===== config.mk =====
export PLATFORM = sky130hd
export DESIGN_NAME = dgac_regs
export DESIGN_NICKNAME = d
export VERILOG_FILES = /design/src/rtl/dgac_pkg.sv /design/src/rtl/dgac_dav_pin.sv /design/src/rtl/dgac_gpio.sv /design/src/rtl/dgac_regs.sv
export SDC_FILE = /design/constraint.sdc
export NUM_CORES = 1
export LEC_CHECK = 0
export ABC_AREA = 1
export BUFFER_PORTS_ARGS = -buffer_cell sky130_fd_sc_hd__buf_2
export CELL_PAD_IN_SITES_DETAIL_PLACEMENT = 1
export CELL_PAD_IN_SITES_GLOBAL_PLACEMENT = 1
export CORE_ASPECT_RATIO = 0.5
export CORE_UTILIZATION = 40
export DETAILED_ROUTE_END_ITERATION = 12
export GPL_ROUTABILITY_DRIVEN = 0
export PLACE_DENSITY_LB_ADDON = 0.08
export RECOVER_POWER = 25
export SYNTH_ARGS = -nofsm -noshare
export SYNTH_HDL_FRONTEND = slang
export SYNTH_SLANG_ARGS = --single-unit

===== constraint.sdc =====
create_clock -name core_clk -period 3.2 [get_ports core_clk]
set_input_delay 0.16 -clock core_clk [delete_from_list [all_inputs] [get_ports core_clk]]
set_output_delay 0.16 -clock core_clk [all_outputs]
set_load 0.01 [all_outputs]

===== src/rtl/dgac_pkg.sv =====
// Shared constants, field positions and types of the converter control register bank
package dgac_pkg;
   localparam int CLK_PERIOD_NS = 40;
   localparam int DAV_PULSE_NS = 1000;
   localparam int DAV_PULSE_CYC = (DAV_PULSE_NS + CLK_PERIOD_NS - 1) / CLK_PERIOD_NS;
   localparam int DAV_CNT_W = 5;
   localparam int NUM_DAC = 12;
   localparam int DAC_W = 12;
   localparam int GPIO_W = 8;
   localparam int ADDR_W = 7;
   localparam int DATA_W = 16;
   localparam int ALARM_SRC_W = 16;

   localparam logic [ADDR_W-1:0] ADC_DATA_FIRST = 7'h23;
   localparam logic [ADDR_W-1:0] ADC_DATA_LAST = 7'h32;
   localparam logic [ADDR_W-1:0] DAC_CODE_BASE = 7'h33;
   localparam logic [ADDR_W-1:0] CLEAR_LEVEL_CODE_BASE = 7'h3f;
   localparam logic [ADDR_W-1:0] GPIO_ADDR = 7'h4b;
   localparam logic [ADDR_W-1:0] CFG0_ADDR = 7'h4c;

   localparam int CFG_REPEAT_BIT = 13;
   localparam int CFG_CONV_BIT = 12;
   localparam int CFG_LOAD_BIT = 11;
   localparam int CFG_REF_BIT = 10;
   localparam int CFG_ALARM_EN_BIT = 9;
   localparam int CFG_DONE_BIT = 7;
   localparam int CFG_ANY_ALARM_BIT = 6;

   localparam logic [DATA_W-1:0] CFG0_RESET = 16'h2000;
   localparam logic [GPIO_W-1:0] GPIO_RESET = 8'hff;
   localparam logic [DAC_W-1:0] DAC_RESET = 12'h000;
   localparam logic [DATA_W-1:0] DATA_ZERO = 16'h0000;
   localparam logic [DAV_CNT_W-1:0] CNT_ZERO = 5'h00;
   localparam logic [DAV_CNT_W-1:0] CNT_ONE = 5'h01;
   localparam logic [DAV_CNT_W-1:0] DAV_PULSE_LOAD = DAV_CNT_W'(DAV_PULSE_CYC);

   localparam logic [GPIO_W-1:0] SENSOR_ONE_PINS = 8'h30;
   localparam logic [GPIO_W-1:0] SENSOR_TWO_PINS = 8'hc0;

   typedef struct packed {
      logic wr;
      logic rd;
      logic [ADDR_W-1:0] addr;
      logic [DATA_W-1:0] wdata;
   } dgac_reg_req_t;

   function automatic logic dgac_in_block(input logic [ADDR_W-1:0] addr,
                                          input logic [ADDR_W-1:0] base);
      dgac_in_block = (addr >= base) && (addr < base + ADDR_W'(NUM_DAC));
   endfunction

   function automatic logic [3:0] dgac_index(input logic [ADDR_W-1:0] addr,
                                             input logic [ADDR_W-1:0] base);
      logic [ADDR_W-1:0] diff;
      diff = addr - base;
      dgac_index = diff[3:0];
   endfunction
endpackage


===== src/rtl/dgac_dav_pin.sv =====
// Conversion done pin driver: level in direct mode, timed low pulse in auto mode
`timescale 1ns/1ps
module dgac_dav_pin
   import dgac_pkg::*;
(
   input wire logic core_clk,
   input wire logic rst_b,
   input wire logic auto_mode,
   input wire logic done_flag,
   input wire logic seq_done,
   output logic conversion_done_pin_b
);
   logic [DAV_CNT_W-1:0] cnt_reg;
   logic [DAV_CNT_W-1:0] cnt_next;
   logic pin_b_reg;
   logic pin_b_next;

   always_comb begin
      cnt_next = cnt_reg;
      if (!auto_mode) begin
         cnt_next = CNT_ZERO;
      end else if (seq_done) begin
         cnt_next = DAV_PULSE_LOAD;
      end else if (cnt_reg != CNT_ZERO) begin
         cnt_next = cnt_reg - CNT_ONE;
      end
      pin_b_next = auto_mode ? (cnt_next == CNT_ZERO) : !done_flag;
   end

   always_ff @(posedge core_clk or negedge rst_b) begin
      if (!rst_b) begin
         cnt_reg <= CNT_ZERO;
         pin_b_reg <= 1'b1;
      end else begin
         cnt_reg <= cnt_next;
         pin_b_reg <= pin_b_next;
      end
   end

   assign conversion_done_pin_b = pin_b_reg;

   property p_dav_pulse_start;
      @(posedge core_clk) disable iff (!rst_b)
      auto_mode && seq_done |=> !conversion_done_pin_b && cnt_reg == DAV_PULSE_LOAD;
   endproperty
   a_dav_pulse_start: assert property (p_dav_pulse_start) else $error("auto pulse did not start");

   property p_dav_pulse_end;
      @(posedge core_clk) disable iff (!rst_b)
      auto_mode && cnt_reg == CNT_ONE && !seq_done |=> conversion_done_pin_b || !auto_mode;
   endproperty
   a_dav_pulse_end: assert property (p_dav_pulse_end) else $error("auto pulse too long");

   property p_dav_level;
      @(posedge core_clk) disable iff (!rst_b)
      !auto_mode && done_flag |=> !conversion_done_pin_b || $changed(auto_mode);
   endproperty
   a_dav_level: assert property (p_dav_level) else $error("direct mode pin not low");
endmodule


===== src/rtl/dgac_gpio.sv =====
// Open-drain general purpose pin register with remote sensor pin masking
`timescale 1ns/1ps
module dgac_gpio
   import dgac_pkg::*;
(
   input wire logic core_clk,
   input wire logic rst_b,
   input wire logic wr_en,
   input wire logic [GPIO_W-1:0] wr_data,
   input wire logic sensor_one_en,
   input wire logic sensor_two_en,
   output logic [GPIO_W-1:0] gpio_o,
   output logic [GPIO_W-1:0] gpio_oe
);
   logic [GPIO_W-1:0] release_reg;
   logic [GPIO_W-1:0] release_next;
   logic [GPIO_W-1:0] ignore_mask;

   always_comb begin
      ignore_mask = (sensor_one_en ? SENSOR_ONE_PINS : '0) |
                    (sensor_two_en ? SENSOR_TWO_PINS : '0);
      release_next = release_reg;
      if (wr_en) begin
         release_next = (wr_data & ~ignore_mask) | (release_reg & ignore_mask);
      end
   end

   always_ff @(posedge core_clk or negedge rst_b) begin
      if (!rst_b) begin
         release_reg <= GPIO_RESET;
      end else begin
         release_reg <= release_next;
      end
   end

   // Zero drives low unless the pin is masked for an enabled remote sensor, one floats
   assign gpio_o = '0;
   assign gpio_oe = ~release_reg & ~ignore_mask;

   property p_gpio_write;
      @(posedge core_clk) disable iff (!rst_b)
      wr_en && !sensor_one_en && !sensor_two_en && !wr_data[0] |=> gpio_oe[0];
   endproperty
   a_gpio_write: assert property (p_gpio_write) else $error("gpio zero write did not drive");

   property p_gpio_ignore;
      @(posedge core_clk) disable iff (!rst_b)
      sensor_two_en |-> gpio_oe[7:6] == 2'b00;
   endproperty
   a_gpio_ignore: assert property (p_gpio_ignore) else $error("ignored gpio pin driven");

   property p_gpio_reset;
      @(posedge core_clk) $rose(rst_b) |-> gpio_oe == '0 || $past(wr_en);
   endproperty
   a_gpio_reset: assert property (p_gpio_reset) else $error("gpio not released at reset");
endmodule


===== src/rtl/dgac_regs.sv =====
// Converter output, clear level, open-drain pin and configuration register bank
`timescale 1ns/1ps
module dgac_regs
   import dgac_pkg::*;
(
   input wire logic core_clk,
   input wire logic rst_b,
   input wire dgac_reg_req_t reg_req,
   output logic [DATA_W-1:0] rd_data,
   input wire logic [NUM_DAC-1:0] sync_update_select,
   input wire logic [NUM_DAC-1:0] dac_clear_req,
   output logic [NUM_DAC-1:0][DAC_W-1:0] dac_latch,
   input wire logic adc_seq_done,
   input wire logic adc_conv_started,
   output logic adc_start_req,
   output logic conversion_repeat_select,
   output logic adc_ref_internal,
   input wire logic [ALARM_SRC_W-1:0] status_alarm_bits,
   input wire logic status_read,
   input wire logic alarm_cond,
   output logic alarm_pin_b,
   output logic conversion_done_pin_b,
   input wire logic remote_sensor_one_en,
   input wire logic remote_sensor_two_en,
   input wire logic [GPIO_W-1:0] gpio_i,
   output logic [GPIO_W-1:0] gpio_o,
   output logic [GPIO_W-1:0] gpio_oe
);
   logic [DAC_W-1:0] code_reg [NUM_DAC];
   logic [DAC_W-1:0] code_next [NUM_DAC];
   logic [DAC_W-1:0] clr_reg [NUM_DAC];
   logic [DAC_W-1:0] clr_next [NUM_DAC];
   logic [DAC_W-1:0] latch_reg [NUM_DAC];
   logic [DAC_W-1:0] latch_next [NUM_DAC];
   logic [NUM_DAC-1:0] touched_reg;
   logic [NUM_DAC-1:0] touched_next;
   logic repeat_reg;
   logic repeat_next;
   logic conv_reg;
   logic conv_next;
   logic load_reg;
   logic load_next;
   logic ref_reg;
   logic ref_next;
   logic alarm_en_reg;
   logic alarm_en_next;
   logic done_reg;
   logic done_next;
   logic any_alarm_reg;
   logic any_alarm_next;
   logic alarm_pin_b_reg;
   logic alarm_pin_b_next;
   logic [DATA_W-1:0] rd_data_reg;
   logic [DATA_W-1:0] rd_data_next;
   logic [DATA_W-1:0] cfg_view;
   logic code_hit;
   logic clr_hit;
   logic [3:0] code_idx;
   logic [3:0] clr_idx;
   logic cfg_wr;
   logic gpio_wr;
   logic data_rd;

   // Address decode
   always_comb begin
      code_hit = dgac_in_block(reg_req.addr, DAC_CODE_BASE);
      clr_hit = dgac_in_block(reg_req.addr, CLEAR_LEVEL_CODE_BASE);
      code_idx = dgac_index(reg_req.addr, DAC_CODE_BASE);
      clr_idx = dgac_index(reg_req.addr, CLEAR_LEVEL_CODE_BASE);
      cfg_wr = reg_req.wr && (reg_req.addr == CFG0_ADDR);
      gpio_wr = reg_req.wr && (reg_req.addr == GPIO_ADDR);
      data_rd = reg_req.rd && (reg_req.addr >= ADC_DATA_FIRST) &&
                (reg_req.addr <= ADC_DATA_LAST);
   end

   // Converter codes and latches
   always_comb begin
      touched_next = touched_reg;
      for (int i = 0; i < NUM_DAC; i++) begin
         code_next[i] = code_reg[i];
         clr_next[i] = clr_reg[i];
         latch_next[i] = latch_reg[i];
         if (load_reg && sync_update_select[i] && touched_reg[i]) begin
            latch_next[i] = code_reg[i];
            touched_next[i] = 1'b0;
         end
         if (reg_req.wr && code_hit && code_idx == 4'(i)) begin
            code_next[i] = reg_req.wdata[DAC_W-1:0];
            if (sync_update_select[i]) begin
               touched_next[i] = 1'b1;
            end else begin
               latch_next[i] = reg_req.wdata[DAC_W-1:0];
            end
         end
         if (reg_req.wr && clr_hit && clr_idx == 4'(i)) begin
            clr_next[i] = reg_req.wdata[DAC_W-1:0];
         end
         if (dac_clear_req[i]) begin
            latch_next[i] = clr_reg[i];
         end
      end
   end

   always_ff @(posedge core_clk or negedge rst_b) begin
      if (!rst_b) begin
         touched_reg <= '0;
         for (int i = 0; i < NUM_DAC; i++) begin
            code_reg[i] <= DAC_RESET;
            clr_reg[i] <= DAC_RESET;
            latch_reg[i] <= DAC_RESET;
         end
      end else begin
         touched_reg <= touched_next;
         for (int i = 0; i < NUM_DAC; i++) begin
            code_reg[i] <= code_next[i];
            clr_reg[i] <= clr_next[i];
            latch_reg[i] <= latch_next[i];
         end
      end
   end

   // Configuration and flags
   always_comb begin
      repeat_next = repeat_reg;
      ref_next = ref_reg;
      alarm_en_next = alarm_en_reg;
      conv_next = conv_reg && !adc_conv_started;
      load_next = 1'b0;
      if (cfg_wr) begin
         repeat_next = reg_req.wdata[CFG_REPEAT_BIT];
         ref_next = reg_req.wdata[CFG_REF_BIT];
         alarm_en_next = reg_req.wdata[CFG_ALARM_EN_BIT];
         if (reg_req.wdata[CFG_CONV_BIT]) begin
            conv_next = 1'b1;
         end
         load_next = reg_req.wdata[CFG_LOAD_BIT];
      end
      done_next = done_reg;
      if (data_rd || adc_conv_started ||
          (cfg_wr && !reg_req.wdata[CFG_DONE_BIT])) begin
         done_next = 1'b0;
      end
      if (adc_seq_done && !repeat_reg) begin
         done_next = 1'b1;
      end
      if (repeat_next) begin
         done_next = 1'b0;
      end
      any_alarm_next = (|status_alarm_bits) || (any_alarm_reg && !status_read);
      alarm_pin_b_next = !(alarm_en_reg && alarm_cond);
   end

   always_ff @(posedge core_clk or negedge rst_b) begin
      if (!rst_b) begin
         repeat_reg <= CFG0_RESET[CFG_REPEAT_BIT];
         conv_reg <= CFG0_RESET[CFG_CONV_BIT];
         load_reg <= CFG0_RESET[CFG_LOAD_BIT];
         ref_reg <= CFG0_RESET[CFG_REF_BIT];
         alarm_en_reg <= CFG0_RESET[CFG_ALARM_EN_BIT];
         done_reg <= CFG0_RESET[CFG_DONE_BIT];
         any_alarm_reg <= CFG0_RESET[CFG_ANY_ALARM_BIT];
         alarm_pin_b_reg <= 1'b1;
      end else begin
         repeat_reg <= repeat_next;
         conv_reg <= conv_next;
         load_reg <= load_next;
         ref_reg <= ref_next;
         alarm_en_reg <= alarm_en_next;
         done_reg <= done_next;
         any_alarm_reg <= any_alarm_next;
         alarm_pin_b_reg <= alarm_pin_b_next;
      end
   end

   // Read path
   always_comb begin
      cfg_view = DATA_ZERO;
      cfg_view[CFG_REPEAT_BIT] = repeat_reg;
      cfg_view[CFG_CONV_BIT] = conv_reg;
      cfg_view[CFG_LOAD_BIT] = load_reg;
      cfg_view[CFG_REF_BIT] = ref_reg;
      cfg_view[CFG_ALARM_EN_BIT] = alarm_en_reg;
      cfg_view[CFG_DONE_BIT] = done_reg;
      cfg_view[CFG_ANY_ALARM_BIT] = any_alarm_reg;
      rd_data_next = rd_data_reg;
      if (reg_req.rd) begin
         if (code_hit) begin
            rd_data_next = {4'h0, code_reg[code_idx]};
         end else if (clr_hit) begin
            rd_data_next = {4'h0, clr_reg[clr_idx]};
         end else if (reg_req.addr == GPIO_ADDR) begin
            rd_data_next = {8'h00, gpio_i};
         end else if (reg_req.addr == CFG0_ADDR) begin
            rd_data_next = cfg_view;
         end else begin
            rd_data_next = DATA_ZERO;
         end
      end
   end

   always_ff @(posedge core_clk or negedge rst_b) begin
      if (!rst_b) begin
         rd_data_reg <= DATA_ZERO;
      end else begin
         rd_data_reg <= rd_data_next;
      end
   end

   dgac_gpio u_gpio (
      .core_clk(core_clk),
      .rst_b(rst_b),
      .wr_en(gpio_wr),
      .wr_data(reg_req.wdata[GPIO_W-1:0]),
      .sensor_one_en(remote_sensor_one_en),
      .sensor_two_en(remote_sensor_two_en),
      .gpio_o(gpio_o),
      .gpio_oe(gpio_oe)
   );

   dgac_dav_pin u_dav (
      .core_clk(core_clk),
      .rst_b(rst_b),
      .auto_mode(repeat_reg),
      .done_flag(done_reg),
      .seq_done(adc_seq_done),
      .conversion_done_pin_b(conversion_done_pin_b)
   );

   always_comb begin
      for (int i = 0; i < NUM_DAC; i++) begin
         dac_latch[i] = latch_reg[i];
      end
   end

   assign rd_data = rd_data_reg;
   assign adc_start_req = conv_reg;
   assign conversion_repeat_select = repeat_reg;
   assign adc_ref_internal = ref_reg;
   assign alarm_pin_b = alarm_pin_b_reg;

   property p_conv_clear;
      @(posedge core_clk) disable iff (!rst_b)
      conv_reg && adc_conv_started && !cfg_wr |=> !conv_reg;
   endproperty
   a_conv_clear: assert property (p_conv_clear) else $error("convert bit did not self-clear");

   property p_load_clear;
      @(posedge core_clk) disable iff (!rst_b)
      load_reg |=> !load_reg || $past(cfg_wr);
   endproperty
   a_load_clear: assert property (p_load_clear) else $error("load bit stuck");

   property p_sync_load;
      @(posedge core_clk) disable iff (!rst_b)
      load_reg && sync_update_select[1] && touched_reg[1] && !dac_clear_req[1] &&
      !(reg_req.wr && code_hit && code_idx == 4'h1)
      |=> dac_latch[1] == $past(code_reg[1]);
   endproperty
   a_sync_load: assert property (p_sync_load) else $error("synchronous load missed");

   property p_sync_hold;
      @(posedge core_clk) disable iff (!rst_b)
      !load_reg && sync_update_select[1] && !dac_clear_req[1] |=> $stable(dac_latch[1]);
   endproperty
   a_sync_hold: assert property (p_sync_hold) else $error("synchronous latch moved");

   property p_clear_level;
      @(posedge core_clk) disable iff (!rst_b)
      dac_clear_req[3] |=> dac_latch[3] == $past(clr_reg[3]);
   endproperty
   a_clear_level: assert property (p_clear_level) else $error("clear level not loaded");

   property p_done_set;
      @(posedge core_clk) disable iff (!rst_b)
      adc_seq_done && !repeat_reg && !repeat_next |=> done_reg ##1 !conversion_done_pin_b || !done_reg;
   endproperty
   a_done_set: assert property (p_done_set) else $error("done flag not set");

   property p_done_auto;
      @(posedge core_clk) disable iff (!rst_b)
      repeat_reg |-> !done_reg;
   endproperty
   a_done_auto: assert property (p_done_auto) else $error("done flag set in auto mode");

   property p_done_clear;
      @(posedge core_clk) disable iff (!rst_b)
      (data_rd || adc_conv_started) && !adc_seq_done |=> !done_reg;
   endproperty
   a_done_clear: assert property (p_done_clear) else $error("done flag not cleared");

   property p_alarm_sticky;
      @(posedge core_clk) disable iff (!rst_b)
      (|status_alarm_bits) ##1 !status_read [*2] |=> any_alarm_reg;
   endproperty
   a_alarm_sticky: assert property (p_alarm_sticky) else $error("alarm flag lost");

   property p_alarm_pin;
      @(posedge core_clk) disable iff (!rst_b)
      !alarm_en_reg |=> alarm_pin_b;
   endproperty
   a_alarm_pin: assert property (p_alarm_pin) else $error("alarm pin active while disabled");

   property p_rd_reserved;
      @(posedge core_clk) disable iff (!rst_b)
      reg_req.rd && code_hit |=> rd_data[15:12] == 4'h0 &&
      rd_data[DAC_W-1:0] == $past(code_reg[code_idx]);
   endproperty
   a_rd_reserved: assert property (p_rd_reserved) else $error("reserved bits nonzero");
endmodule


# --- After elaboration in Yosys (flattened, before gate mapping) ---
# Index checks and enable logic that the tools add are counted.
# Widths: inputs -> output; s select.
classes:
  addsub: 3
  order_cmp: 8
  n_eq_ne: 24
  n_mux: 107
  bitwise_logic: 9
  n_reduce_logical: 76
op_table:
  columns: ["op", "n"]
  rows:
  - ["$mux 12", 52]
  - ["$bmux 12 s4", 2]
  - ["$logic_and 1x1->1", 61]
  - ["$mux 14", 4]
  - ["$mux 1", 44]
  - ["$eq 4x3->1 const B", 8]
  - ["$eq 4x4->1 const B", 8]
  - ["$and 8x8->8", 3]
  - ["$ge 7x6->1 const B", 3]
  - ["$eq 4x2->1 const B", 4]
  - ["$not 8->8", 2]
  - ["$or 8x8->8", 2]
  - ["$reduce_or 16->1", 1]
  - ["$mux 5", 3]
  - ["$eq 7x7->1 const B", 2]
  - ["$ge 5x5->1 const B", 2]
  - ["$not 4->5", 2]
  - ["$eq 4x1->1 const B", 2]
  - ["$logic_not 4->1", 2]
  - ["$mux 8", 1]
  - ["$le 7x6->1 const B", 1]
  - ["$lt 7x6->1 const B", 1]
  - ["$lt 7x7->1 const B", 1]
  - ["$logic_not 1->1", 6]
  - ["8 further kinds", 10]
word_totals:
  ff_bits: 482
  inputBits: 81
  out_inout_bits: 181
  word_cells: 276

# --- Logic depth before layout (Yosys ltp) ---
# Gate-level depths: netlist (run 1).
logic_depth:
  depth_word: 8
  mapped_depth: 16
  depth_no_buf: 13

# --- Modules after synthesis ---
# A second synthesis (run 1) with hierarchy kept.
unflattened:
  hier_cells: 3952
  area_unflattened_um2: 27291.2
modules_own_cells:
  columns: ["mod", "n_inst", "cells_per_inst", "area_each_um2", "seq_area_each_um2"]
  rows:
  - ["dgac_regs", 1, 3851, 26499.2, 11663.7]
  - ["dgac_gpio", 1, 50, 415.4, 210.2]
  - ["dgac_dav_pin", 1, 51, 376.6, 151.4]

# --- Least setup slack after synthesis (run 1) ---
# OpenSTA, ideal clock, no wires.
synth_path:
  kind: "input -> register"
  startpoint: "input port reg_req[16] in the netlist's numbering"
  endpoint: "register rd_data_reg[8], in the netlist rd_data[8]"
  arrival_time_ns: 2.102
  setup_slack_ns: 0.981
  cell_stages: 16
  path_cell_list: "buf_6 clkinv_1 buf_2 buf_2 ha_1 clkbuf_1 clkbuf_1 nand3_1 nand2_1 nand2_1 nand2_1 nand2_1 nand3_1 nand2_1 nand2_1 nand2_1"
synth_between:
  elab_chain_cells: 7
synth_lines:
  columns: ["item", "line", "source"]
  rows:
  - ["start: declaration", "dgac_regs.sv:8", "input wire dgac_reg_req_t reg_req,"]
  - ["$sub 4x4->4", "dgac_pkg.sv:55", "diff = addr - base;"]
  - ["$not 4->5 (not written as such)", "dgac_regs.sv:190", "rd_data_next = {4'h0, clr_reg[clr_idx]};"]
  - ["$bmux 12 s4", "dgac_regs.sv:190", null]
  - ["$mux 12 (not written as such) (2 in a row)", "dgac_regs.sv:190", null]
  - ["$mux 14", "dgac_regs.sv:189", "end else if (clr_hit) begin"]
  - ["$mux 14 *", "dgac_regs.sv:187", "if (code_hit) begin"]
  - ["end signal: assignment", "dgac_regs.sv:205", "rd_data_reg <= rd_data_next;"]
  - ["end: declaration", "dgac_regs.sv:53", "logic [DATA_W-1:0] rd_data_reg;"]
# Mark *: on every way between the ends. The rest lies on a longest branch, timed or not. The select of a mux whose other input is x is not followed.
# A chain may end at the register's enable or synchronous reset.

==> run_summary.xml, run 1 <==
<?xml version="1.0" encoding="UTF-8"?>
<metrics>
  <group name="placement">
    <metric name="dpl-instance-area" unit="sq um">29300</metric>
    <metric name="io_buffer_count" unit="">249</metric>
    <metric name="detailed_place_hpwl" unit="um">82000</metric>
    <metric name="post-place-cells" unit="">4878</metric>
  </group>
  <group name="clocking">
    <metric name="clkLatencyLatePin" unit="ns">0.61</metric>
    <metric name="tritoncts_sinks" unit="">480</metric>
    <metric name="ctsRootBufferMaster" unit="">sky130_fd_sc_hd__clkbuf_16</metric>
    <metric name="cts.path.max_buffers" unit="">3</metric>
    <metric name="cts.repair_timing.setup_buffer_count" unit="">0</metric>
    <metric name="cts_tree" unit="">built</metric>
    <metric name="cts_made_buffers" unit="">48</metric>
    <metric name="cts_htree_levels" unit="">2</metric>
    <metric name="cts.reportedPaths.clkPinSlew" unit="ns">0.06</metric>
  </group>
  <group name="global_routing">
    <metric name="grt_max_degree" unit="">106</metric>
    <metric name="residual_overflow_from_global_routing" unit="">0</metric>
    <metric name="gr-usage-all-layers" unit="%">32.3</metric>
    <metric name="antenna_violations_before_repair" unit="">3</metric>
    <metric name="grt_pass1_vias" unit="">26900</metric>
    <metric name="global_route_wire_length_before_repair" unit="um">171000</metric>
  </group>
  <group name="cells_and_area">
    <metric name="finish.cell_count_without_fillers" unit="">4990</metric>
    <metric name="syn2layout_area_growth" unit="%">12.2</metric>
    <metric name="finalNetCount" unit="">4142</metric>
    <metric name="multi_input_comb_area" unit="sq um">12500</metric>
    <metric name="seqCellArea" unit="sq um">12000</metric>
    <metric name="num-fill-cells" unit="">8681</metric>
    <metric name="final_layout_size_suffix_gt1_share" unit="%">14.6</metric>
    <metric name="post-route-cell-area" unit="sq um">31100</metric>
  </group>
  <group name="run">
    <metric name="maxCapViolations" unit="">1</metric>
  </group>
  <group name="setup_path">
    <metric name="timing.critical_path.to" unit="">code_reg[59]</metric>
    <metric name="ff2ff_setup_slack" unit="ns">1.10</metric>
    <metric name="cp.required" unit="ns">3.77</metric>
    <metric name="crit_path_max_fanout" unit="">69</metric>
    <metric name="reg2regPathDepth" unit="">10</metric>
    <metric name="setup.worst_path.end_class" unit="">asynchronous set/reset pin</metric>
    <metric name="worstReg2RegEnd" unit="">dac_latch[32]</metric>
    <metric name="reg2reg_from" unit="">load_reg</metric>
    <metric name="cp-startpoint" unit="">rst_b</metric>
    <metric name="path_class" unit="">primary input to asynchronous set/reset pin</metric>
    <metric name="worst_setup_path_start_kind" unit="">primary input</metric>
    <metric name="critPathArrivalTime" unit="ns">2.97</metric>
  </group>
  <group name="drt">
    <metric name="met3_routed_wirelength" unit="um">8190</metric>
    <metric name="route.final.wire_length" unit="um">115000</metric>
    <metric name="routed_wire_length_per_instance" unit="um">23.0</metric>
    <metric name="dr_wl_met2" unit="um">49100</metric>
    <metric name="final_antenna_net_count" unit="">0</metric>
    <metric name="number_of_design_rule_violations_left_by_the_first_detailed_router_iteration" unit="">2580</metric>
    <metric name="detail_route.vias_per_cell" unit="">5.46</metric>
    <metric name="dr.max_layer_used" unit="">met4</metric>
    <metric name="drc_errors" unit="">0</metric>
    <metric name="first_pass_iters" unit="">5</metric>
    <metric name="drt-met1-wl" unit="um">54500</metric>
    <metric name="via_count" unit="">27200</metric>
  </group>
  <group name="power">
    <metric name="p_sw_share" unit="%">35.3</metric>
    <metric name="p_int" unit="mW">11.7</metric>
    <metric name="pwr-share-seq" unit="%">43.0</metric>
    <metric name="power" unit="mW">18.0</metric>
    <metric name="vdd_drop_max" unit="mV">0.349</metric>
    <metric name="pwr_density_cell" unit="nW/um^2">580</metric>
    <metric name="power.combinational.fraction" unit="%">24.6</metric>
    <metric name="clkPwrFrac" unit="%">32.4</metric>
    <metric name="power.leakage" unit="nW">15.9</metric>
    <metric name="netSwitchingPower" unit="mW">6.36</metric>
  </group>
  <group name="hold_path">
    <metric name="timing.hold.worst.class" unit="">primary input to flop</metric>
  </group>
  <group name="timing">
    <metric name="skew" unit="ns">0.0255</metric>
    <metric name="endpoints_failing_hold" unit="">0</metric>
    <metric name="min_period_over_period" unit="%">75.2</metric>
    <metric name="final.setup.tns" unit="ns">0</metric>
    <metric name="setup_violations" unit="">0</metric>
    <metric name="tightestPinTransition" unit="ns">1.57</metric>
    <metric name="timing.final.crit_period" unit="ns">2.41</metric>
    <metric name="max_freq" unit="GHz">0.415</metric>
    <metric name="rsz_0062_raised_after_global_routing" unit="">false</metric>
    <metric name="slew_headroom" unit="%">-4.38</metric>
    <metric name="final-max-slew-violation-count" unit="">47</metric>
  </group>
  <group name="yosys">
    <metric name="share_of_flip_flops_with_an_asynchronous_set_or_reset" unit="%">100</metric>
    <metric name="synth_commonest_cells" unit="">sky130_fd_sc_hd__nand2_1, sky130_fd_sc_hd__o21ai_0, sky130_fd_sc_hd__dfrtp_1, sky130_fd_sc_hd__inv_1, sky130_fd_sc_hd__nand3_1</metric>
    <metric name="synthCells" unit="">3918</metric>
    <metric name="ys_seq_area_share" unit="%">43.5</metric>
    <metric name="synth_most_common_cell" unit="">sky130_fd_sc_hd__nand2_1</metric>
    <metric name="mappedNetlistArea" unit="sq um">27700</metric>
    <metric name="largest_cells_by_area_after_synthesis" unit="">sky130_fd_sc_hd__dfrtp_1, sky130_fd_sc_hd__nand2_1, sky130_fd_sc_hd__o21ai_0</metric>
    <metric name="synth-seq-cells" unit="">480</metric>
    <metric name="synth_cell_types" unit="">36</metric>
    <metric name="synth_enable_flop_cells" unit="">0</metric>
    <metric name="dominantRegCellSynth" unit="">sky130_fd_sc_hd__dfrtp_1</metric>
    <metric name="synthesis.area_per_instance" unit="sq um">7.06</metric>
    <metric name="cell_accounting_for_the_most_synthesized_area" unit="">sky130_fd_sc_hd__dfrtp_1</metric>
    <metric name="synthDominantCellAreaShare" unit="%">42.4</metric>
    <metric name="yosys_warnings" unit="">0</metric>
  </group>
  <group name="outcome">
    <metric name="violations_in_the_final_reports" unit="">max-capacitance violations, max-slew violations</metric>
    <metric name="run_status" unit="">finished, violations left</metric>
  </group>
  <group name="floorplanning">
    <metric name="core_region_area" unit="sq um">67700</metric>
    <metric name="ports" unit="">262</metric>
    <metric name="die_height" unit="um">188</metric>
    <metric name="die-area" unit="sq um">70300</metric>
    <metric name="initial_utilization" unit="%">40.9</metric>
    <metric name="core.rowCount" unit="">67</metric>
    <metric name="fp.dieW" unit="um">374</metric>
  </group>
</metrics>
[layout make-up]
type	instances	share of cell area, %
Clock buffer	71	4.50
Multi-Input combinational cell	2732	40.3
Clock inverter	15	0.463
Sequential cell	480	38.7
Tap cell	897	3.61
Antenna cell	1	0.00806
Timing Repair Buffer	361	7.13
Inverter	433	5.24
[critical path: stages]
cell and delay (ns):
sky130_fd_sc_hd__dlygate4sd3_1 0.53, sky130_fd_sc_hd__clkbuf_2 1.12, sky130_fd_sc_hd__clkbuf_4 1.03
[repair_timing]
item                                   4_1_cts  5_1_grt
setup endpoints to repair                    0        0
gates resized for setup                      0        0
endpoints found under the hold margin      473        0
hold buffers                                25        0
[layout by cell type, fill, tap and decap left out, types with 7 or more instances in the layout]
| cell type | synthesis | final |
|---|---|---|
| sky130_fd_sc_hd__a21oi_1 | 139 | 139 |
| sky130_fd_sc_hd__buf_2 | 69 | 247 |
| sky130_fd_sc_hd__buf_4 | 14 | 77 |
| sky130_fd_sc_hd__clkbuf_1 | 153 | 16 |
| sky130_fd_sc_hd__clkbuf_16 | 0 | 49 |
| sky130_fd_sc_hd__clkbuf_8 | 0 | 9 |
| sky130_fd_sc_hd__clkinv_2 | 0 | 7 |
| sky130_fd_sc_hd__conb_1 | 1 | 10 |
| sky130_fd_sc_hd__dfrtp_1 | 469 | 469 |
| sky130_fd_sc_hd__dfstp_2 | 11 | 11 |
| sky130_fd_sc_hd__dlygate4sd3_1 | 0 | 25 |
| sky130_fd_sc_hd__inv_1 | 425 | 425 |
| sky130_fd_sc_hd__nand2_1 | 1437 | 1437 |
| sky130_fd_sc_hd__nand2_2 | 23 | 23 |
| sky130_fd_sc_hd__nand3_1 | 166 | 166 |
| sky130_fd_sc_hd__nand3_2 | 12 | 12 |
| sky130_fd_sc_hd__nor2_1 | 132 | 132 |
| sky130_fd_sc_hd__nor2_8 | 10 | 10 |
| sky130_fd_sc_hd__o211ai_1 | 16 | 16 |
| sky130_fd_sc_hd__o21ai_0 | 483 | 483 |
| sky130_fd_sc_hd__o21ai_1 | 159 | 159 |
| sky130_fd_sc_hd__o21ai_2 | 111 | 111 |
[routing by layer]
layer / vias to the layer above / track usage [%]
li1: 12600 / -
met1: 13600 / 48.2
met2: 866 / 48.4
met3: 163 / 5.59
met4: 0 / 7.66
met5: - / 0
[cells by family (layout without fill, tap and decap cells)]
kind of cell	Yosys count	count (layout)	share of synthesized area [%]
buf+inv	715	880	11.4
compound gates	908	908	18.1
other cells	1	11	0.0136
xor+xnor	1	1	0.0317
flops	480	480	43.5
fa+ha+maj	5	5	0.226
simple gates	1808	1808	26.8
[worst min path at each step]
stage                     slack [ns]  depth (start not counted)          endpoint        start
after floorplan                -0.14                          0  adc_ref_internal        rst_b
after global placement          0.12                          1     dac_latch[17]        rst_b
after detailed placement        0.12                          1     dac_latch[17]        rst_b
after CTS                     0.0004                          3       rd_data[13]  reg_req[23]
after global routing            0.03                          3       rd_data[12]  reg_req[23]
final                           0.05                          7        rd_data[2]    gpio_i[2]
[stage by stage]
stage,hold slack (ns),setup WS [ns],util (%)
finish,0.0477,0.793,45.9
global route,0.0263,0.459,45.9
CTS,0.000380,1.03,46.0
global placement,0.123,0.504,43.3
floorplan,-0.136,0.981,-
detailed placement,0.123,0.395,43.3
[power groups by stage]
stage,registers [mW],logic (mW),clock network (mW)
detailed placement,7.84,4.35,0
global route,7.82,4.92,6.16
global placement,7.83,4.18,0
floorplan,7.64,2.58,0
finish,7.75,4.43,5.84
CTS,7.74,4.41,5.94
No activity file was read; power rests on OpenSTA's default activity.
==> run 2, diff against run 1 <==
clock period = 2 ns   (was 3.2 ns; I/O delays follow)
==> run 2 against run 1 <==
  * The run now ends clean
  * Clock skew shrank 0.010 ns
  * First-iteration DRC count rose by 10%
  * Global-route usage grew 1.7 points
  * Die area is the same
  * Sequential share of layout area down 1.6 points
  * Core utilization up 1.9 points
  * Hold slack got worse by 0.025 ns
  * Sequential cell count unchanged
  * Non-clock buffer count rose by 117
  * Register-to-register slack worse by 0.92 ns
  * Setup slack got worse by 0.64 ns
  * Via count rose by 2.4%
  * Critical path type is now primary input to flop
  * Highest routed layer unchanged
==> run_summary.xml, run 2 (same netlist as run 1, synthesis figures left out) <==
<?xml version="1.0" encoding="UTF-8"?>
<metrics>
  <group name="outcome">
    <metric name="run_status" unit="">completed</metric>
  </group>
  <group name="timing">
    <metric name="endpoints_failing_hold" unit="">0</metric>
    <metric name="skew" unit="ns">0.0153</metric>
    <metric name="setup_ws" unit="ns">0.154</metric>
    <metric name="final-max-slew-violation-count" unit="">0</metric>
    <metric name="slew_headroom" unit="%">46.1</metric>
    <metric name="rsz_0062_raised_after_global_routing" unit="">false</metric>
    <metric name="max_freq" unit="GHz">0.542</metric>
    <metric name="min_period_over_period" unit="%">92.3</metric>
    <metric name="fin_worst_hold_slack" unit="ns">0.0224</metric>
    <metric name="tightestPinTransition" unit="ns">0.800</metric>
    <metric name="setup_violations" unit="">0</metric>
    <metric name="timing.final.crit_period" unit="ns">1.85</metric>
  </group>
  <group name="floorplanning">
    <metric name="core.rowCount" unit="">67</metric>
    <metric name="core_region_area" unit="sq um">67700</metric>
    <metric name="ports" unit="">262</metric>
    <metric name="fp.dieW" unit="um">374</metric>
    <metric name="die-area" unit="sq um">70300</metric>
    <metric name="die_height" unit="um">188</metric>
    <metric name="initial_utilization" unit="%">40.9</metric>
  </group>
  <group name="drt">
    <metric name="routed_wire_length_per_instance" unit="um">23.4</metric>
    <metric name="number_of_design_rule_violations_left_by_the_first_detailed_router_iteration" unit="">2843</metric>
    <metric name="drc_errors" unit="">0</metric>
    <metric name="via_count" unit="">27900</metric>
    <metric name="first_pass_iters" unit="">5</metric>
    <metric name="detail_route.vias_per_cell" unit="">5.46</metric>
    <metric name="final_antenna_net_count" unit="">0</metric>
    <metric name="route.final.wire_length" unit="um">119000</metric>
  </group>
  <group name="setup_path">
    <metric name="worstReg2RegEnd" unit="">dac_latch[72]</metric>
    <metric name="reg2reg_from" unit="">load_reg</metric>
    <metric name="reg2regPathDepth" unit="">10</metric>
    <metric name="setup.worst_path.end_class" unit="">flop</metric>
    <metric name="worst_setup_path_start_kind" unit="">primary input</metric>
    <metric name="timing.critical_path.slowest_cell_delay" unit="ns">0.33</metric>
    <metric name="cp-startpoint" unit="">reg_req[17]</metric>
    <metric name="ff2ff_setup_slack" unit="ns">0.18</metric>
    <metric name="crit_slowest_cell" unit="">sky130_fd_sc_hd__ha_1</metric>
    <metric name="cp.required" unit="ns">2.55</metric>
    <metric name="critPathArrivalTime" unit="ns">2.39</metric>
    <metric name="path_cells" unit="">clkbuf_1 -&gt; inv_1 -&gt; ha_1 -&gt; buf_4 -&gt; buf_12 -&gt; a21oi_1 -&gt; o21ai_0 -&gt; nand2_1 -&gt; o21ai_0 -&gt; nor2_1 -&gt; nor2_1 -&gt; nand2_1 -&gt; nand2_1</metric>
    <metric name="path_class" unit="">primary input to flop</metric>
    <metric name="crit_path_max_fanout" unit="">43</metric>
    <metric name="cpMostUsedCell" unit="">sky130_fd_sc_hd__nand2_1</metric>
  </group>
  <group name="hold_path">
    <metric name="hold_path.startpoint" unit="">sync_update_select[6]</metric>
    <metric name="worst_hold_path_depth" unit="">4</metric>
    <metric name="timing.hold.worst.class" unit="">primary input to flop</metric>
    <metric name="worst_hold_path.endpoint" unit="">touched_reg[6]</metric>
  </group>
  <group name="placement">
    <metric name="placement.setup.worst_slack" unit="ns">-0.277</metric>
    <metric name="io_buffer_count" unit="">249</metric>
    <metric name="detailed_place_hpwl" unit="um">86200</metric>
  </group>
  <group name="clocking">
    <metric name="cts_made_buffers" unit="">49</metric>
    <metric name="cts.reportedPaths.clkPinSlew" unit="ns">0.06</metric>
    <metric name="cts_tree" unit="">built</metric>
    <metric name="cts.path.max_buffers" unit="">3</metric>
    <metric name="cts_htree_levels" unit="">2</metric>
    <metric name="ctsRootBufferMaster" unit="">sky130_fd_sc_hd__clkbuf_16</metric>
    <metric name="clkLatencyLatePin" unit="ns">0.61</metric>
    <metric name="tritoncts_sinks" unit="">480</metric>
    <metric name="cts.repair_timing.setup_buffer_count" unit="">0</metric>
  </group>
  <group name="global_routing">
    <metric name="grt_pass1_vias" unit="">27700</metric>
    <metric name="residual_overflow_from_global_routing" unit="">0</metric>
    <metric name="gr-usage-all-layers" unit="%">34.0</metric>
    <metric name="global_route_wire_length_before_repair" unit="um">178000</metric>
    <metric name="grt_max_degree" unit="">98</metric>
    <metric name="antenna_violations_before_repair" unit="">8</metric>
  </group>
  <group name="cells_and_area">
    <metric name="layout.cells.most_common_list" unit="">sky130_fd_sc_hd__nand2_1, sky130_fd_sc_hd__o21ai_0, sky130_fd_sc_hd__dfrtp_1</metric>
    <metric name="most_common_cell_after_layout_fill_and_taps_aside" unit="">sky130_fd_sc_hd__nand2_1</metric>
    <metric name="syn2layout_area_growth" unit="%">16.9</metric>
    <metric name="final_layout_size_suffix_gt1_share" unit="%">14.6</metric>
    <metric name="post_route_utilization" unit="%">47.8</metric>
    <metric name="finalNetCount" unit="">4260</metric>
  </group>
  <group name="run">
    <metric name="maxCapViolations" unit="">0</metric>
  </group>
  <group name="power">
    <metric name="power" unit="mW">29.0</metric>
    <metric name="power.leakage" unit="nW">16.4</metric>
    <metric name="vdd_drop_max" unit="mV">0.664</metric>
    <metric name="pwr_density_cell" unit="nW/um^2">896</metric>
  </group>
</metrics>
## run 2: changes by cell type in the layout (fill, tap and decap cells not counted), sizes merged
cell and change:
clkbuf +67, buf +37, dlygate4sd3 +18, clkinvlp -3
inv -3, clkinv +2
## run 2: layout make-up
cell class | instances | area [sq um]
clock inverter | 11 | 105
fill | 8732 | 35300
sequential | 480 | 12000
clock buffer | 76 | 1410
multi-input combinational | 2732 | 12400
tap | 897 | 1120
timing repair buffer | 478 | 3630
inverter | 433 | 1630
antenna | 1 | 2.50
## run 2: how the worst max path moves through the flow
stage | end | depth (start not counted)
after CTS | code_reg[137] | 4
after floorplan | rd_data[9] | 16
after global routing | dac_latch[67] | 10
after global placement | rd_data[11] | 13
final | rd_data[11] | 13
after detailed placement | rd_data[3] | 13
## run 2: report_power, final
group	switching [mW]	internal, mW	total (mW)
clock	4.23	5.08	9.31
sequential	1.22	11.2	12.4
combinational	4.77	2.54	7.31
total	10.2	18.8	29.0
## run 2: what timing repair did
action,4_1_cts,5_1_grt
setup endpoints to repair,0,14
hold endpoints to repair,411,0
resized for setup,0,2
hold buffers,44,0
## run 2: metrics by stage
| step | setup TNS [ns] | std cells | area, sq um |
|---|---|---|---|
| 2_1_floorplan | 0 | 3927 | 27700 |
| 3_3_place_gp | -2.28 | 4977 | 30600 |
| 3_5_place_dp | -2.51 | 4977 | 30600 |
| 4_1_cts | 0 | 5108 | 32600 |
| 5_1_grt | 0 | 5107 | 32400 |
| 6_report | 0 | 5108 | 32400 |
## run 2: worst max-delay path, delay by kind of cell
kind / cells / cell delay [ns]
buffers and inverters: 4 / 0.70
and+or+nand+nor: 5 / 0.62
AOI/OAI and AO/OA: 3 / 0.62
adders and majority gates: 1 / 0.33
## run 2: layer usage
layer / vias up / global-route usage, % / wire [um]
li1: 12800 / - / -
met1: 14000 / 49.4 / 54500
met2: 902 / 52.2 / 52900
met3: 152 / 6.63 / 9630
met4: 0 / 7.23 / 2440
met5: - / 0 / 0
==> run 3, diff against run 2 <==
CORE_MARGIN = 2   (was unset)
clock period = 1.6 ns   (was 2 ns; I/O delays follow)
==> run 3 against run 2 <==
  * Final area up 12%
  * Core utilization up 5.1 points
  * Routed wire length rose by 8.3%
  * Sequential share of layout area decreased by 4.1 points
  * The run now ends with negative setup slack left
==> run_summary.xml, run 3 (same netlist as run 1, synthesis figures left out) <==
<?xml version="1.0" encoding="UTF-8"?>
<metrics>
  <group name="outcome">
    <metric name="run_status" unit="">finished, violations left</metric>
    <metric name="violations_in_the_final_reports" unit="">negative setup slack</metric>
  </group>
  <group name="clocking">
    <metric name="clkLatencyLatePin" unit="ns">0.63</metric>
    <metric name="cts.reportedPaths.clkPinSlew" unit="ns">0.07</metric>
    <metric name="cts_tree" unit="">built</metric>
    <metric name="ctsRootBufferMaster" unit="">sky130_fd_sc_hd__clkbuf_16</metric>
    <metric name="cts.path.max_buffers" unit="">3</metric>
    <metric name="tritoncts_sinks" unit="">480</metric>
    <metric name="cts_made_buffers" unit="">49</metric>
    <metric name="cts_htree_levels" unit="">2</metric>
  </group>
  <group name="setup_path">
    <metric name="path_class" unit="">flop to flop</metric>
    <metric name="timing.critical_path.slowest_cell_delay" unit="ns">0.44</metric>
    <metric name="crit_slowest_cell" unit="">sky130_fd_sc_hd__dfrtp_2</metric>
    <metric name="setup.worst_path.end_class" unit="">flop</metric>
    <metric name="crit_path_max_fanout" unit="">6</metric>
    <metric name="cp.required" unit="ns">2.16</metric>
    <metric name="critPathArrivalTime" unit="ns">2.30</metric>
    <metric name="worst_setup_path_start_kind" unit="">flop</metric>
    <metric name="path_cells" unit="">buf_12 -&gt; nand3_4 -&gt; clkbuf_16 -&gt; o21ai_2 -&gt; nand2_1 -&gt; o21ai_0 -&gt; inv_1 -&gt; o21ai_1 -&gt; nand2_1 -&gt; nand2_1</metric>
    <metric name="cpMostUsedCell" unit="">sky130_fd_sc_hd__nand2_1</metric>
  </group>
  <group name="drt">
    <metric name="route.final.wire_length" unit="um">129000</metric>
    <metric name="drc_errors" unit="">0</metric>
    <metric name="first_pass_iters" unit="">5</metric>
    <metric name="routed_wire_length_per_instance" unit="um">24.4</metric>
    <metric name="number_of_design_rule_violations_left_by_the_first_detailed_router_iteration" unit="">2590</metric>
    <metric name="final_antenna_net_count" unit="">0</metric>
    <metric name="detail_route.vias_per_cell" unit="">5.49</metric>
    <metric name="via_count" unit="">29100</metric>
  </group>
  <group name="cells_and_area">
    <metric name="layout.cells.most_common_list" unit="">sky130_fd_sc_hd__nand2_1, sky130_fd_sc_hd__dfrtp_1, sky130_fd_sc_hd__inv_1</metric>
    <metric name="syn2layout_area_growth" unit="%">31.5</metric>
    <metric name="post_route_utilization" unit="%">52.9</metric>
    <metric name="final_layout_size_suffix_gt1_share" unit="%">26.0</metric>
    <metric name="finalNetCount" unit="">4444</metric>
    <metric name="post-route-cell-area" unit="sq um">36400</metric>
    <metric name="num-fill-cells" unit="">8534</metric>
    <metric name="most_common_cell_after_layout_fill_and_taps_aside" unit="">sky130_fd_sc_hd__nand2_1</metric>
  </group>
  <group name="floorplanning">
    <metric name="die_height" unit="um">190</metric>
    <metric name="fp.dieW" unit="um">376</metric>
    <metric name="initial_utilization" unit="%">40.3</metric>
    <metric name="core.rowCount" unit="">68</metric>
    <metric name="ports" unit="">262</metric>
    <metric name="core_region_area" unit="sq um">68700</metric>
    <metric name="die-area" unit="sq um">71400</metric>
  </group>
  <group name="power">
    <metric name="netSwitchingPower" unit="mW">13.9</metric>
    <metric name="p_sw_share" unit="%">35.7</metric>
    <metric name="vdd_drop_max" unit="mV">0.811</metric>
    <metric name="power.combinational.fraction" unit="%">28.3</metric>
    <metric name="power.leakage" unit="nW">18.1</metric>
    <metric name="clkPwrFrac" unit="%">31.6</metric>
    <metric name="pwr_density_cell" unit="nW/um^2">1070</metric>
    <metric name="pwr-share-seq" unit="%">40.1</metric>
    <metric name="p_int" unit="mW">25.0</metric>
  </group>
  <group name="global_routing">
    <metric name="grt_max_degree" unit="">52</metric>
    <metric name="grt_pass1_vias" unit="">28900</metric>
    <metric name="gr-usage-all-layers" unit="%">35.0</metric>
    <metric name="global_route_wire_length_before_repair" unit="um">186000</metric>
    <metric name="residual_overflow_from_global_routing" unit="">0</metric>
    <metric name="antenna_violations_before_repair" unit="">7</metric>
  </group>
  <group name="placement">
    <metric name="dpl-instance-area" unit="sq um">31800</metric>
    <metric name="placement.setup.worst_slack" unit="ns">-0.543</metric>
    <metric name="detailed_place_hpwl" unit="um">89300</metric>
    <metric name="io_buffer_count" unit="">249</metric>
  </group>
  <group name="timing">
    <metric name="timing.final.crit_period" unit="ns">1.74</metric>
    <metric name="skew" unit="ns">0.0350</metric>
    <metric name="slew_headroom" unit="%">20.7</metric>
    <metric name="setup_ws" unit="ns">-0.143</metric>
    <metric name="rsz_0062_raised_after_global_routing" unit="">true</metric>
    <metric name="min_period_over_period" unit="%">109</metric>
    <metric name="tightestPinTransition" unit="ns">1.19</metric>
    <metric name="max_freq" unit="GHz">0.574</metric>
    <metric name="endpoints_failing_hold" unit="">0</metric>
    <metric name="setup_violations" unit="">108</metric>
    <metric name="final-max-slew-violation-count" unit="">0</metric>
  </group>
  <group name="run">
    <metric name="maxCapViolations" unit="">0</metric>
  </group>
  <group name="hold_path">
    <metric name="timing.hold.worst.class" unit="">primary input to flop</metric>
  </group>
</metrics>
-- run 3: changes by cell type in the layout (fill, tap and decap cells not counted), moves of 65 or more --
cell	before	now
sky130_fd_sc_hd__o21ai_4	0	70
sky130_fd_sc_hd__buf_4	131	231
sky130_fd_sc_hd__nand2_1	1437	1372
sky130_fd_sc_hd__o21ai_1	141	247
sky130_fd_sc_hd__o21ai_2	111	200
sky130_fd_sc_hd__o21ai_0	501	236
-- run 3: what timing repair did --
item                                    4_1_cts  5_1_grt
hold buffers                                 67        0
gates resized for setup                     272      423
hold endpoints to repair                    754        0
buffers inserted                              3       11
endpoints found under the setup margin      124      181
pin swaps                                     9      151
gates cloned                                  9       14
-- run 3: cell type report --
cell class | instances | area [sq um] | share of cell area (%)
well taps | 910 | 1140 | 3.13
clock buffers | 74 | 1440 | 3.96
diodes | 2 | 5.00 | 0.0138
inverters | 433 | 1650 | 4.52
clock inverters | 12 | 169 | 0.464
multi-input cells | 2732 | 14300 | 39.3
repair buffers | 662 | 5680 | 15.6
flip-flops and latches | 480 | 12000 | 33.1
-- run 3: worst paths after layout --
path,end,start,cells after the start,slack [ns]
worst max register to register,dac_latch[130],load_reg,10,-0.14
worst max-delay path,dac_latch[130],load_reg,10,-0.14
max in group asynchronous,clr_reg[119],rst_b,3,0.13
worst min register to register,code_reg[130],code_reg[130],2,0.49
min in group asynchronous,code_reg[67],rst_b,3,0.23
worst min-delay path,u_gpio.release_reg[0],reg_req[0],4,0.03
-- run 3: power groups by stage --
stage	Combinational, mW	Sequential, mW	Clock (mW)
2_1_floorplan	5.23	15.3	0
3_3_place_gp	9.28	15.6	0
3_5_place_dp	9.64	15.7	0
4_1_cts	10.1	15.5	12.4
5_1_grt	12.0	15.7	12.9
6_report	11.0	15.6	12.3
-- run 3: metal layers --
metal | track usage, % | wire (um) | share of wire (%) | up-vias
li1 | - | - | - | 13200
met1 | 50.6 | 58300 | 45 | 14800
met2 | 53.8 | 57400 | 44 | 946
met3 | 7.20 | 10500 | 8.1 | 172
met4 | 8.22 | 3240 | 2.5 | 2
met5 | 0 | 20 | 0.015 | -
-- run 3: stage by stage --
step           hold slack [ns]  setup TNS (ns)  cells  total power, mW
2_1_floorplan           -0.216          -0.377   3927             20.5
3_3_place_gp            0.0366         -122.56   5114             24.9
5_1_grt                 0.0223          -20.14   5304             40.6
3_5_place_dp            0.0373         -149.63   5114             25.3
6_report                0.0318           -6.69   5305             38.9
4_1_cts                0.00246           -3.11   5279             38.0
-- run 3: worst max-delay path: cells and delay by family, from the launching register on --
| kind | cells | cell delay (ns) |
|---|---|---|
| buf+inv | 3 | 0.46 |
| compound gates | 3 | 0.35 |
| simple gates | 4 | 0.38 |
| flops | 1 | 0.44 |
